===== src/dppc_pkg.sv =====
/*
  constants for the downstream port power control block: pin levels,
  phase timing and the sequencer state encoding.
  assumes a 50 MHz core clock and pull-ups on every control pin.
*/
// Summary of operation
// [RULE1] strap levels captured at power-on and at reset release, then held
// [RULE2] output phase drives port pin high to power that port, four ports
// [RULE3] input phase reads port pin level as overcurrent for that port
// [RULE4] gang strap sampled high selects gang mode, low selects per-port
// [RULE5] in gang mode the gang strap pin is the shared power pin
// [RULE6] while external reset is low the block stays in reset
// [RULE7] gang overcurrent flags all ports and removes all port power
package dppc_pkg;
  // ==========================================================
  // clock and timing
  localparam int CLK_PERIOD_NS = 20;
  localparam int DRIVE_NS      = 1000;
  localparam int SENSE_NS      = 200;
  localparam int DRIVE_CYC     = (DRIVE_NS + CLK_PERIOD_NS - 1) / CLK_PERIOD_NS;
  localparam int SENSE_CYC     = (SENSE_NS + CLK_PERIOD_NS - 1) / CLK_PERIOD_NS;
  localparam int CNT_W         = 8;

  // ==========================================================
  // pin levels
  localparam logic OVC_LEVEL   = 1'b0;
  localparam logic PWR_ON      = 1'b1;
  localparam logic GANG_LEVEL  = 1'b1;
  localparam int   NUM_PORTS   = 4;

  // ==========================================================
  // sequencer states, gray along capture -> drive -> sense
  typedef enum logic [1:0] {
    ST_CAPTURE = 2'h0,
    ST_DRIVE   = 2'h1,
    ST_SENSE   = 2'h3
  } dppc_state_t;
endpackage : dppc_pkg


===== src/dppc_port_power.sv =====
/*
  downstream port power control: one two-way pin per port, driven as a
  power enable and released to read overcurrent, plus the gang strap pin.
  assumes synchronous pin inputs, pull-ups on all pins and a reset that
  also covers power-on.
*/
`timescale 1ns/1ns
module dppc_port_power #(
  parameter int NPORT = dppc_pkg::NUM_PORTS
) (
  // clock and reset
  input  wire logic             core_clk,
  input  wire logic             reset_n,
  // hub side
  input  wire logic [NPORT-1:0] power_req,
  input  wire logic [NPORT-1:0] ovc_clear,
  output logic      [NPORT-1:0] ovc_flag,
  output logic                  gang_mode,
  // per-port control pins, bit 0 is port 1
  input  wire logic [NPORT-1:0] port_power_ovc_in,
  output logic      [NPORT-1:0] port_power_ovc_out,
  output logic      [NPORT-1:0] port_power_ovc_oe,
  // gang strap and shared power pin
  input  wire logic             shared_port_power_strap_in,
  output logic                  shared_port_power_strap_out,
  output logic                  shared_port_power_strap_oe
);

  // ==========================================================
  // state
  dppc_pkg::dppc_state_t         state;
  dppc_pkg::dppc_state_t         next_state;
  logic [dppc_pkg::CNT_W-1:0]    cnt;
  logic [dppc_pkg::CNT_W-1:0]    next_cnt;
  logic                          next_gang_mode;
  logic [NPORT-1:0]              next_ovc_flag;
  logic [NPORT-1:0]              next_port_out;
  logic [NPORT-1:0]              next_port_oe;
  logic                          next_shared_out;
  logic                          next_shared_oe;
  logic [NPORT-1:0]              want;
  logic [NPORT-1:0]              hit;
  logic                          gang_hit;
  logic                          sample;

  localparam logic [dppc_pkg::CNT_W-1:0] DRIVE_LAST =
    dppc_pkg::CNT_W'(dppc_pkg::DRIVE_CYC - 1);
  localparam logic [dppc_pkg::CNT_W-1:0] SENSE_LAST =
    dppc_pkg::CNT_W'(dppc_pkg::SENSE_CYC - 1);

  // ==========================================================
  // sense decode
  assign want     = power_req & ~ovc_flag;
  assign sample   = (state == dppc_pkg::ST_SENSE) && (cnt == SENSE_LAST);
  // sample only at the end of the release window so the pull-up has settled
  genvar g;
  generate
    for (g = 0; g < NPORT; g++)
    begin : g_hit
      assign hit[g] = sample && !gang_mode && port_power_ovc_out[g]
                      && (port_power_ovc_in[g] == dppc_pkg::OVC_LEVEL); // [RULE3]
    end
  endgenerate
  assign gang_hit = sample && gang_mode && shared_port_power_strap_out
                    && (shared_port_power_strap_in == dppc_pkg::OVC_LEVEL); // [RULE7]

  // ==========================================================
  // next values
  always_comb
  begin
    next_state      = state;
    next_cnt        = cnt;
    next_gang_mode  = gang_mode;
    next_port_out   = port_power_ovc_out;
    next_port_oe    = port_power_ovc_oe;
    next_shared_out = shared_port_power_strap_out;
    next_shared_oe  = shared_port_power_strap_oe;
    // set beats clear so a fault in the clearing cycle is kept
    next_ovc_flag   = (ovc_flag & ~ovc_clear) | hit | {NPORT{gang_hit}}; // [RULE3] [RULE7]
    case (state)
      dppc_pkg::ST_CAPTURE:
      begin
        // first edge after reset release; pins are all released here
        next_gang_mode = (shared_port_power_strap_in == dppc_pkg::GANG_LEVEL); // [RULE1] [RULE4]
        next_cnt       = '0;
        next_state     = dppc_pkg::ST_DRIVE;
      end
      dppc_pkg::ST_DRIVE:
      begin
        if (gang_mode)
        begin
          // any flagged port drops the shared supply for everyone
          next_shared_out = (|power_req) && !(|ovc_flag); // [RULE5] [RULE7]
          next_shared_oe  = 1'b1; // [RULE5]
          next_port_out   = '0;
          next_port_oe    = '0;
        end
        else
        begin
          next_port_out   = want; // [RULE2]
          next_port_oe    = {NPORT{1'b1}}; // [RULE2]
          next_shared_out = 1'b0;
          next_shared_oe  = 1'b0;
        end
        next_cnt = cnt + 1'b1;
        if (cnt == DRIVE_LAST)
        begin
          next_cnt   = '0;
          next_state = dppc_pkg::ST_SENSE;
        end
      end
      dppc_pkg::ST_SENSE:
      begin
        // release keeps enable high through the pull-up; an off port may see a
        // short high pulse, a trade for one pin doing both jobs
        next_port_oe   = '0; // [RULE3]
        next_shared_oe = 1'b0;
        next_cnt       = cnt + 1'b1;
        if (cnt == SENSE_LAST)
        begin
          next_cnt   = '0;
          next_state = dppc_pkg::ST_DRIVE;
        end
      end
      default:
      begin
        next_state = dppc_pkg::ST_CAPTURE;
        next_cnt   = '0;
      end
    endcase
  end

  // ==========================================================
  // registers
  always_ff @(posedge core_clk or negedge reset_n)
  begin
    if (!reset_n)
    begin
      // held in reset with every pin released while reset_n is low
      state                       <= dppc_pkg::ST_CAPTURE; // [RULE6]
      cnt                         <= '0;
      gang_mode                   <= 1'b0;
      ovc_flag                    <= '0;
      port_power_ovc_out          <= '0;
      port_power_ovc_oe           <= '0; // [RULE6]
      shared_port_power_strap_out <= 1'b0;
      shared_port_power_strap_oe  <= 1'b0;
    end
    else
    begin
      state                       <= next_state;
      cnt                         <= next_cnt;
      gang_mode                   <= next_gang_mode;
      ovc_flag                    <= next_ovc_flag;
      port_power_ovc_out          <= next_port_out;
      port_power_ovc_oe           <= next_port_oe;
      shared_port_power_strap_out <= next_shared_out;
      shared_port_power_strap_oe  <= next_shared_oe;
    end
  end

  // ==========================================================
  // checks
  property p_strap_held;
    @(posedge core_clk) disable iff (!reset_n)
    (state != dppc_pkg::ST_CAPTURE && $past(state) != dppc_pkg::ST_CAPTURE)
      |-> $stable(gang_mode);
  endproperty
  a_strap_held: assert property (p_strap_held) else $error("strap changed after capture"); // [RULE1]

  property p_drive_high;
    @(posedge core_clk) disable iff (!reset_n)
    (state == dppc_pkg::ST_DRIVE && $past(state) == dppc_pkg::ST_DRIVE && !gang_mode)
      |-> (port_power_ovc_oe == {NPORT{1'b1}}) && (port_power_ovc_out == $past(want));
  endproperty
  a_drive_high: assert property (p_drive_high) else $error("port enable not driven"); // [RULE2]

  property p_ovc_sense;
    @(posedge core_clk) disable iff (!reset_n)
    (hit != '0) |=> ((ovc_flag & $past(hit)) == $past(hit))
      ##1 ((port_power_ovc_out & $past(hit, 2)) == '0);
  endproperty
  a_ovc_sense: assert property (p_ovc_sense) else $error("overcurrent not flagged"); // [RULE3]

  // a driven pin would read back its own level and hide the monitor
  property p_sense_released;
    @(posedge core_clk) disable iff (!reset_n)
    sample |-> (port_power_ovc_oe == '0) && !shared_port_power_strap_oe;
  endproperty
  a_sense_released: assert property (p_sense_released) else $error("pin driven while sensed"); // [RULE3]

  property p_gang_select;
    @(posedge core_clk) disable iff (!reset_n)
    (state == dppc_pkg::ST_CAPTURE)
      |=> (gang_mode == ($past(shared_port_power_strap_in) == dppc_pkg::GANG_LEVEL));
  endproperty
  a_gang_select: assert property (p_gang_select) else $error("gang mode wrong"); // [RULE4]

  property p_gang_pin;
    @(posedge core_clk) disable iff (!reset_n)
    (gang_mode && state == dppc_pkg::ST_DRIVE && $past(state) == dppc_pkg::ST_DRIVE)
      |-> shared_port_power_strap_oe && (port_power_ovc_oe == '0);
  endproperty
  a_gang_pin: assert property (p_gang_pin) else $error("shared pin not in use"); // [RULE5]

  property p_reset_hold;
    @(posedge core_clk) disable iff (!reset_n)
    $rose(reset_n) |-> (state == dppc_pkg::ST_CAPTURE) && (port_power_ovc_oe == '0)
      && !shared_port_power_strap_oe;
  endproperty
  a_reset_hold: assert property (p_reset_hold) else $error("not in reset state"); // [RULE6]

  property p_gang_ovc;
    @(posedge core_clk) disable iff (!reset_n)
    gang_hit |=> (ovc_flag == {NPORT{1'b1}}) ##[1:20] !shared_port_power_strap_out;
  endproperty
  a_gang_ovc: assert property (p_gang_ovc) else $error("gang fault kept power"); // [RULE7]

  c_port_fault: cover property (@(posedge core_clk) disable iff (!reset_n) hit != '0);
  c_gang_fault: cover property (@(posedge core_clk) disable iff (!reset_n) gang_hit);
  c_gang_power: cover property (@(posedge core_clk) disable iff (!reset_n)
                                gang_mode && shared_port_power_strap_out);
  c_clear_set:  cover property (@(posedge core_clk) disable iff (!reset_n)
                                (hit & ovc_clear) != '0);
endmodule : dppc_port_power


===== config.mk =====
export PLATFORM = sky130hd
export DESIGN_NAME = dppc_port_power
export DESIGN_NICKNAME = d
export VERILOG_FILES = /design/src/dppc_pkg.sv /design/src/dppc_port_power.sv
export SDC_FILE = /design/constraint.sdc
export NUM_CORES = 1
export LEC_CHECK = 0
export ABC_CLOCK_PERIOD_IN_PS = 1550
export BUFFER_PORTS_ARGS = -buffer_cell sky130_fd_sc_hd__clkbuf_2
export CAP_MARGIN = 20
export CELL_PAD_IN_SITES_DETAIL_PLACEMENT = 1
export CELL_PAD_IN_SITES_GLOBAL_PLACEMENT = 1
export CORE_UTILIZATION = 40
export CTS_BUF_LIST = sky130_fd_sc_hd__clkbuf_4 sky130_fd_sc_hd__clkbuf_8
export CTS_CLUSTER_SIZE = 10
export DETAILED_ROUTE_END_ITERATION = 6
export GPL_TIMING_DRIVEN = 0
export PLACE_DENSITY_LB_ADDON = 0.12
export RECOVER_POWER = 25
export SLEW_MARGIN = 20
export SYNTH_ARGS = -nofsm -noshare
export SYNTH_HDL_FRONTEND = slang
export SYNTH_SLANG_ARGS = --single-unit

===== constraint.sdc =====
create_clock -name core_clk -period 1.55 [get_ports core_clk]
set_clock_uncertainty 0.1 [all_clocks]
set_input_delay 0.0775 -clock core_clk [delete_from_list [all_inputs] [get_ports core_clk]]
set_output_delay 0.0775 -clock core_clk [all_outputs]
set_load 0.005 [all_outputs]

Yosys cells after proc, flatten, opt, wreduce, memory -nomap -nowiden:

Index checks and enable logic that the tools add are counted.

* output and inout port bits: 15
* word-level logic and storage cells: 59
* flip-flop bits (word level): 25

* equality and inequality tests: 6
* add/sub/neg operators: 1
* reduce and logical (&&, ||, !) cells: 21
* multiplexer cells: 12
* bitwise operators: 11

Operator list (count)
* 8-bit 2-to-1 mux: 2
* 8-bit case mux with 2 select lines: 1
* 1-bit logical AND: 14
* 8-bit by 1-bit adder with 8-bit output, second input constant: 1
* 4-bit bitwise AND: 2
* 8-bit by 4-bit == test with 1-bit output, second input constant: 1
* 8-bit by 6-bit == test with 1-bit output, second input constant: 1
* 4-bit 2-to-1 mux: 2
* 4-bit NOT: 2
* 4-bit bitwise OR: 2
* 4-bit case mux with 2 select lines: 1
* 4-bit OR reduction: 2
* 2-bit case mux with 3 select lines: 1
* 1-bit NOT: 5
* 2-bit 2-to-1 mux: 2
* 2-bit by 1-bit == test with 1-bit output, second input constant: 1
* 2-bit == test, second input constant: 1
* 1-bit zero test: 2
* 2-bit zero test: 1
* 1-bit 2-to-1 mux: 2
* 2-bit by 1-bit != test with 1-bit output, second input constant: 1
* 2-bit != test, second input constant: 1
* 1-bit case mux with 2 select lines: 1
* 2-bit AND reduction: 1
* 2-bit nonzero test: 1

Depth between registers and ports, before layout:

* depth after elaboration: 7
* mapped depth: 5
* mapped depth without buffers: 5

Least setup slack after synthesis:

OpenSTA, ideal clock, no wires.

* path kind: register to register
* start point: register cnt[1] (netlist name)
* end point: register state[1]
* data required time: 1326 ps
* setup time: 124 ps
* buffers on the path: 0
* clock period less this slack: 1417 ps
* arrival: 1193 ps
* slack: 133 ps
* cell stages (with the launch flop): 6
* cell sequence: dfrtp_1 inv_1 ha_1 nor4b_2 nand4b_1 nor3b_1

* longest elaborated chain between the ends: 3

RTL lines
* from (decl): RTL line dppc_port_power.sv:33 `logic [dppc_pkg::CNT_W-1:0] cnt;`
* from (signal assigned): RTL line dppc_port_power.sv:152 `cnt <= next_cnt;`
* 8-bit by 6-bit == test with 1-bit output or 8-bit by 4-bit == test with 1-bit output (tied branches): RTL line dppc_port_power.sv:106, dppc_port_power.sv:119
* 2-bit != test (no source line) or 2-bit by 1-bit != test with 1-bit output (tied branches)
* 2-bit AND reduction (no source line) *
* to (signal assigned): RTL line dppc_port_power.sv:140 `state <= dppc_pkg::ST_CAPTURE;`
* to (signal assigned): RTL line dppc_port_power.sv:151 `state <= next_state;`
* to (decl): RTL line dppc_port_power.sv:31 `dppc_pkg::dppc_state_t state;`

Every way passes the cells marked *; elsewhere a longest branch is shown, timed or not.
A chain may end at the register's enable or synchronous reset.

Worst setup path after layout:

* start point: register cnt[1] (netlist name)
* end point: register ovc_flag[3]

* longest elaborated chain between the ends: 7

RTL lines
* 8-bit by 4-bit == test with 1-bit output *: RTL line dppc_port_power.sv:54 `assign sample = (state == dppc_pkg::ST_SENSE) && (cnt == SENSE_LAST);`
* 1-bit logical AND *: RTL line dppc_port_power.sv:54
* 1-bit logical AND (2 in series): RTL line dppc_port_power.sv:60 `assign hit[g] = sample && !gang_mode && port_power_ovc_out[g]`
* 1-bit logical AND: RTL line dppc_port_power.sv:61 `&& (port_power_ovc_in[g] == dppc_pkg::OVC_LEVEL);`
* 4-bit bitwise OR: RTL line dppc_port_power.sv:79 `next_ovc_flag = (ovc_flag & ~ovc_clear) | hit | {NPORT{gang_hit}};`
* 4-bit bitwise OR *: RTL line dppc_port_power.sv:79
* named net next_ovc_flag[3]: RTL line dppc_port_power.sv:36 `logic [NPORT-1:0] next_ovc_flag;`
* to (signal assigned): RTL line dppc_port_power.sv:154 `ovc_flag <= next_ovc_flag;`
* to (decl): RTL line dppc_port_power.sv:17 `output logic [NPORT-1:0] ovc_flag,`

Mark *: on every way through the listed nets, which the timed path passes. The rest lies on a longest branch.

==> qor.yml <==
outcome:
  outcome: "finished, violations left"
  violations: "setup timing"
cts:
  cts_root_buffer: "clkbuf_4"
  cts_tree: "built"
  cts_sinks: 22
  cts_buffer_depth: 2
  clk_latency_ns: 0.31
  path_clk_slew_ns: 0.13
  htree_num_levels: 1
  cts_buffers: 3
yosys:
  synth_top_family_by_area: "simple AND/OR/NAND/NOR gates"
  synthAdderAreaFrac: 0.0227
  synth_area_mm2: 0.00110
  synth_nets: 122
  synthMuxAreaShare: 0
  seq_area_frac_synth: 0.500
  synth_warnings: 0
  yosys.area.top_type_share: 0.500
  synth.ff_latch_count: 22
  synth_compound_area_frac: 0.183
  syn_inst: 105
  avgSynthCellArea_um2: 10.5
  synth.largest_area_cell: "dfrtp_1"
  synth_area_leaders: "dfrtp_1, inv_1, a211oi_2"
  ys_types: 32
  synth-xor-area-share: 0.0239
  synthSimpleGateAreaFrac: 0.193
sta:
  final-setup-viol-count: 2
  relSlewSlack: 0.625
  maxSlewViolCount: 0
  rsz0062_at_grt: "true"
  max_freq_mhz: 642
  hold_viol: 0
  period_share: 1.00
  layout_setup_ws_ns: -0.00680
  period_needed_ns: 1.56
  worst_pin_slew_ns: 0.562
flow_run:
  drv_cap: 0
worst_setup_path:
  crit_end: "ovc_flag[3]"
  critPathMaxFanout: 4
  r2r_setup_slack_ns: -0.007
  critPathCaptureType: "flop"
  worstPathArrival_ns: 1.70
  reg2reg_from: "cnt[1]"
  startpoint_type: "flop"
  critPathKind: "flop to flop"
  reg2reg_to: "ovc_flag[3]"
  worstSetupStartpoint: "cnt[1]"
  worst-r2r-cell-count: 6
  critPathRequiredTime_ns: 1.69
placed_design:
  hpwl_mm: 2.03
  dp_slack_ns: -0.0586
  portBuffers: 29
  routabilityCongestion: 0.733
  dp_cells: 164
die:
  io_pins: 30
  core_mm2: 0.00254
  rows: 18
  start_util: 0.433
  die_area_mm2: 0.00297
  die_y_um: 54.5
  die_w_um: 54.5
cells_and_area:
  diodes: 0
  fin_cells: 182
  nFillCells: 288
  fin_nets: 170
  drive_gt1_frac: 0.342
  syn2layout_area_growth_pct: 36.0
route:
  vias: 1003
  drt-pass1-iter-count: 4
  drc: 0
  dr.first_iter.drc_count: 7
  wl_mm: 3.01
  wl_per_cell_um: 16.5
  ant_nets: 0
  vias_per_cell: 5.51
power:
  ir_drop_v: 0.000597
  power.leakage_uw: 0.000721
  power_density_mw_per_mm2: 759
grt:
  overflow: 0
  antenna_found_initial: 0
  grt_max_degree: 23
  grt_pass1_vias: 1067
  grt_pass1_wl_mm: 4.81
  grt_usage: 0.233
hold_path:
  hold_class: "input pin to flop"
## how the worst min path moves through the flow
stage	start	to	cells past startpoint
4_1_cts	port_power_ovc_in[1]	ovc_flag[1]	4
3_5_place_dp	reset_n	port_power_ovc_out[3]	1
5_1_grt	port_power_ovc_in[1]	ovc_flag[1]	4
6_report	port_power_ovc_in[1]	ovc_flag[1]	4
3_3_place_gp	reset_n	port_power_ovc_out[3]	1
2_1_floorplan	reset_n	cnt[0]	0
## critical path, cell delays in order, from the launching register on
cell      delay, ns
dfrtp_1        0.44
inv_1          0.07
ha_1           0.16
nor4b_4        0.26
nand4b_1       0.15
buf_4          0.18
o22ai_1        0.13
## flip-flops by register name (all words and copies together), names as in the netlist
name	cells
cnt	8
gang_mode	1
ovc_flag	4
port_power_ovc_oe	1
port_power_ovc_out	4
shared_port_power_strap_oe	1
shared_port_power_strap_out	1
state	2
## cells in the mapped netlist (all sizes together)
| master | instances |
|---|---|
| dfrtp | 22 |
| inv | 12 |
| nor3 | 7 |
| buf | 5 |
| nand2 | 5 |
| o21ai | 5 |
| a22oi | 4 |
| nor2b | 4 |
| o22ai | 4 |
| a211oi | 3 |
| nand3 | 3 |
| o41ai | 3 |
| or3 | 3 |
| xnor2 | 3 |
| a22o | 2 |
| clkbuf | 2 |
| ha | 2 |
| nand4 | 2 |
| nor4bb | 2 |
| o2bb2ai | 2 |
| a31oi | 1 |
| and3b | 1 |
| and4 | 1 |
| nand2b | 1 |
| nand4b | 1 |
| nor3b | 1 |
| nor4 | 1 |
| nor4b | 1 |
| o21a | 1 |
| o31ai | 1 |
## cells in the final DEF, fill, tap and decap left out, types with 2 or more instances in the layout
master         instances
o2bb2ai_1              2
inv_1                 12
or3_1                  2
a22o_1                 2
buf_2                  2
nand3_1                3
clkbuf_4               3
nor3_1                 7
xnor2_1                3
buf_4                  8
clkbuf_2              29
dlygate4sd3_1         10
o22ai_1                3
nand2_1                5
ha_1                   2
o41ai_1                3
dfrtp_1               21
nor4bb_1               2
a211oi_2               3
o21ai_0                5
a22oi_1                4
nor2b_1                4
## cell families after synthesis
group / count (synthesis)
flip-flops: 22
XOR/XNOR: 3
adder cells (fa/ha/maj): 2
AO/OA/AOI/OAI: 26
AND/OR/NAND/NOR: 33
buffers and inverters: 19
## through the flow
stage          area [µm²]  power (µW)  setup TNS, ns   util  hold WS (ns)
2_1_floorplan        1100         629              0      -        -0.318
3_3_place_gp         1280         679        -0.0489  0.504      -0.00812
3_5_place_dp         1280         681         -0.122  0.504      -0.00205
4_1_cts              1470        1150        -0.0137  0.577        0.0321
5_1_grt              1500        1180         -0.389  0.588        0.0776
6_report             1500        1140        -0.0115  0.588        0.0466
## metal layers
layer  vias up  track usage  wire length, µm
met1       502        0.256             1180
met3         6       0.0306               97
met2        25        0.441             1670
li1        470            -                -
met5         -            0                0
met4         0       0.0983               64
## report_power, final
| part | leakage [µW] | switching, µW | internal (µW) |
|---|---|---|---|
| Combinational | 0.000415 | 40.2 | 53.0 |
| Clock | 0.0000279 | 186 | 261 |
| Sequential | 0.000277 | 11.1 | 585 |
## timing repair
action | 4_1_cts | 5_1_grt
hold buffers | 10 | 0
endpoints found under the setup margin | 13 | 13
gates resized for setup | 1 | 4
pin swaps | 1 | 2
setup buffers | 3 | 2
endpoints found under the hold margin | 31 | 0
## cell type report
class / count / area [µm²] / share of cell area
clock inverter: 1 / 30.0 / 0.0201
buffer: 6 / 36.3 / 0.0242
inverter: 12 / 45.0 / 0.0301
clock buffer: 3 / 22.5 / 0.0150
multi-input combinational: 64 / 492 / 0.328
sequential: 22 / 552 / 0.368
timing repair buffer: 44 / 283 / 0.189
tap: 30 / 37.5 / 0.0251
Power figures use the tool's default switching activity.
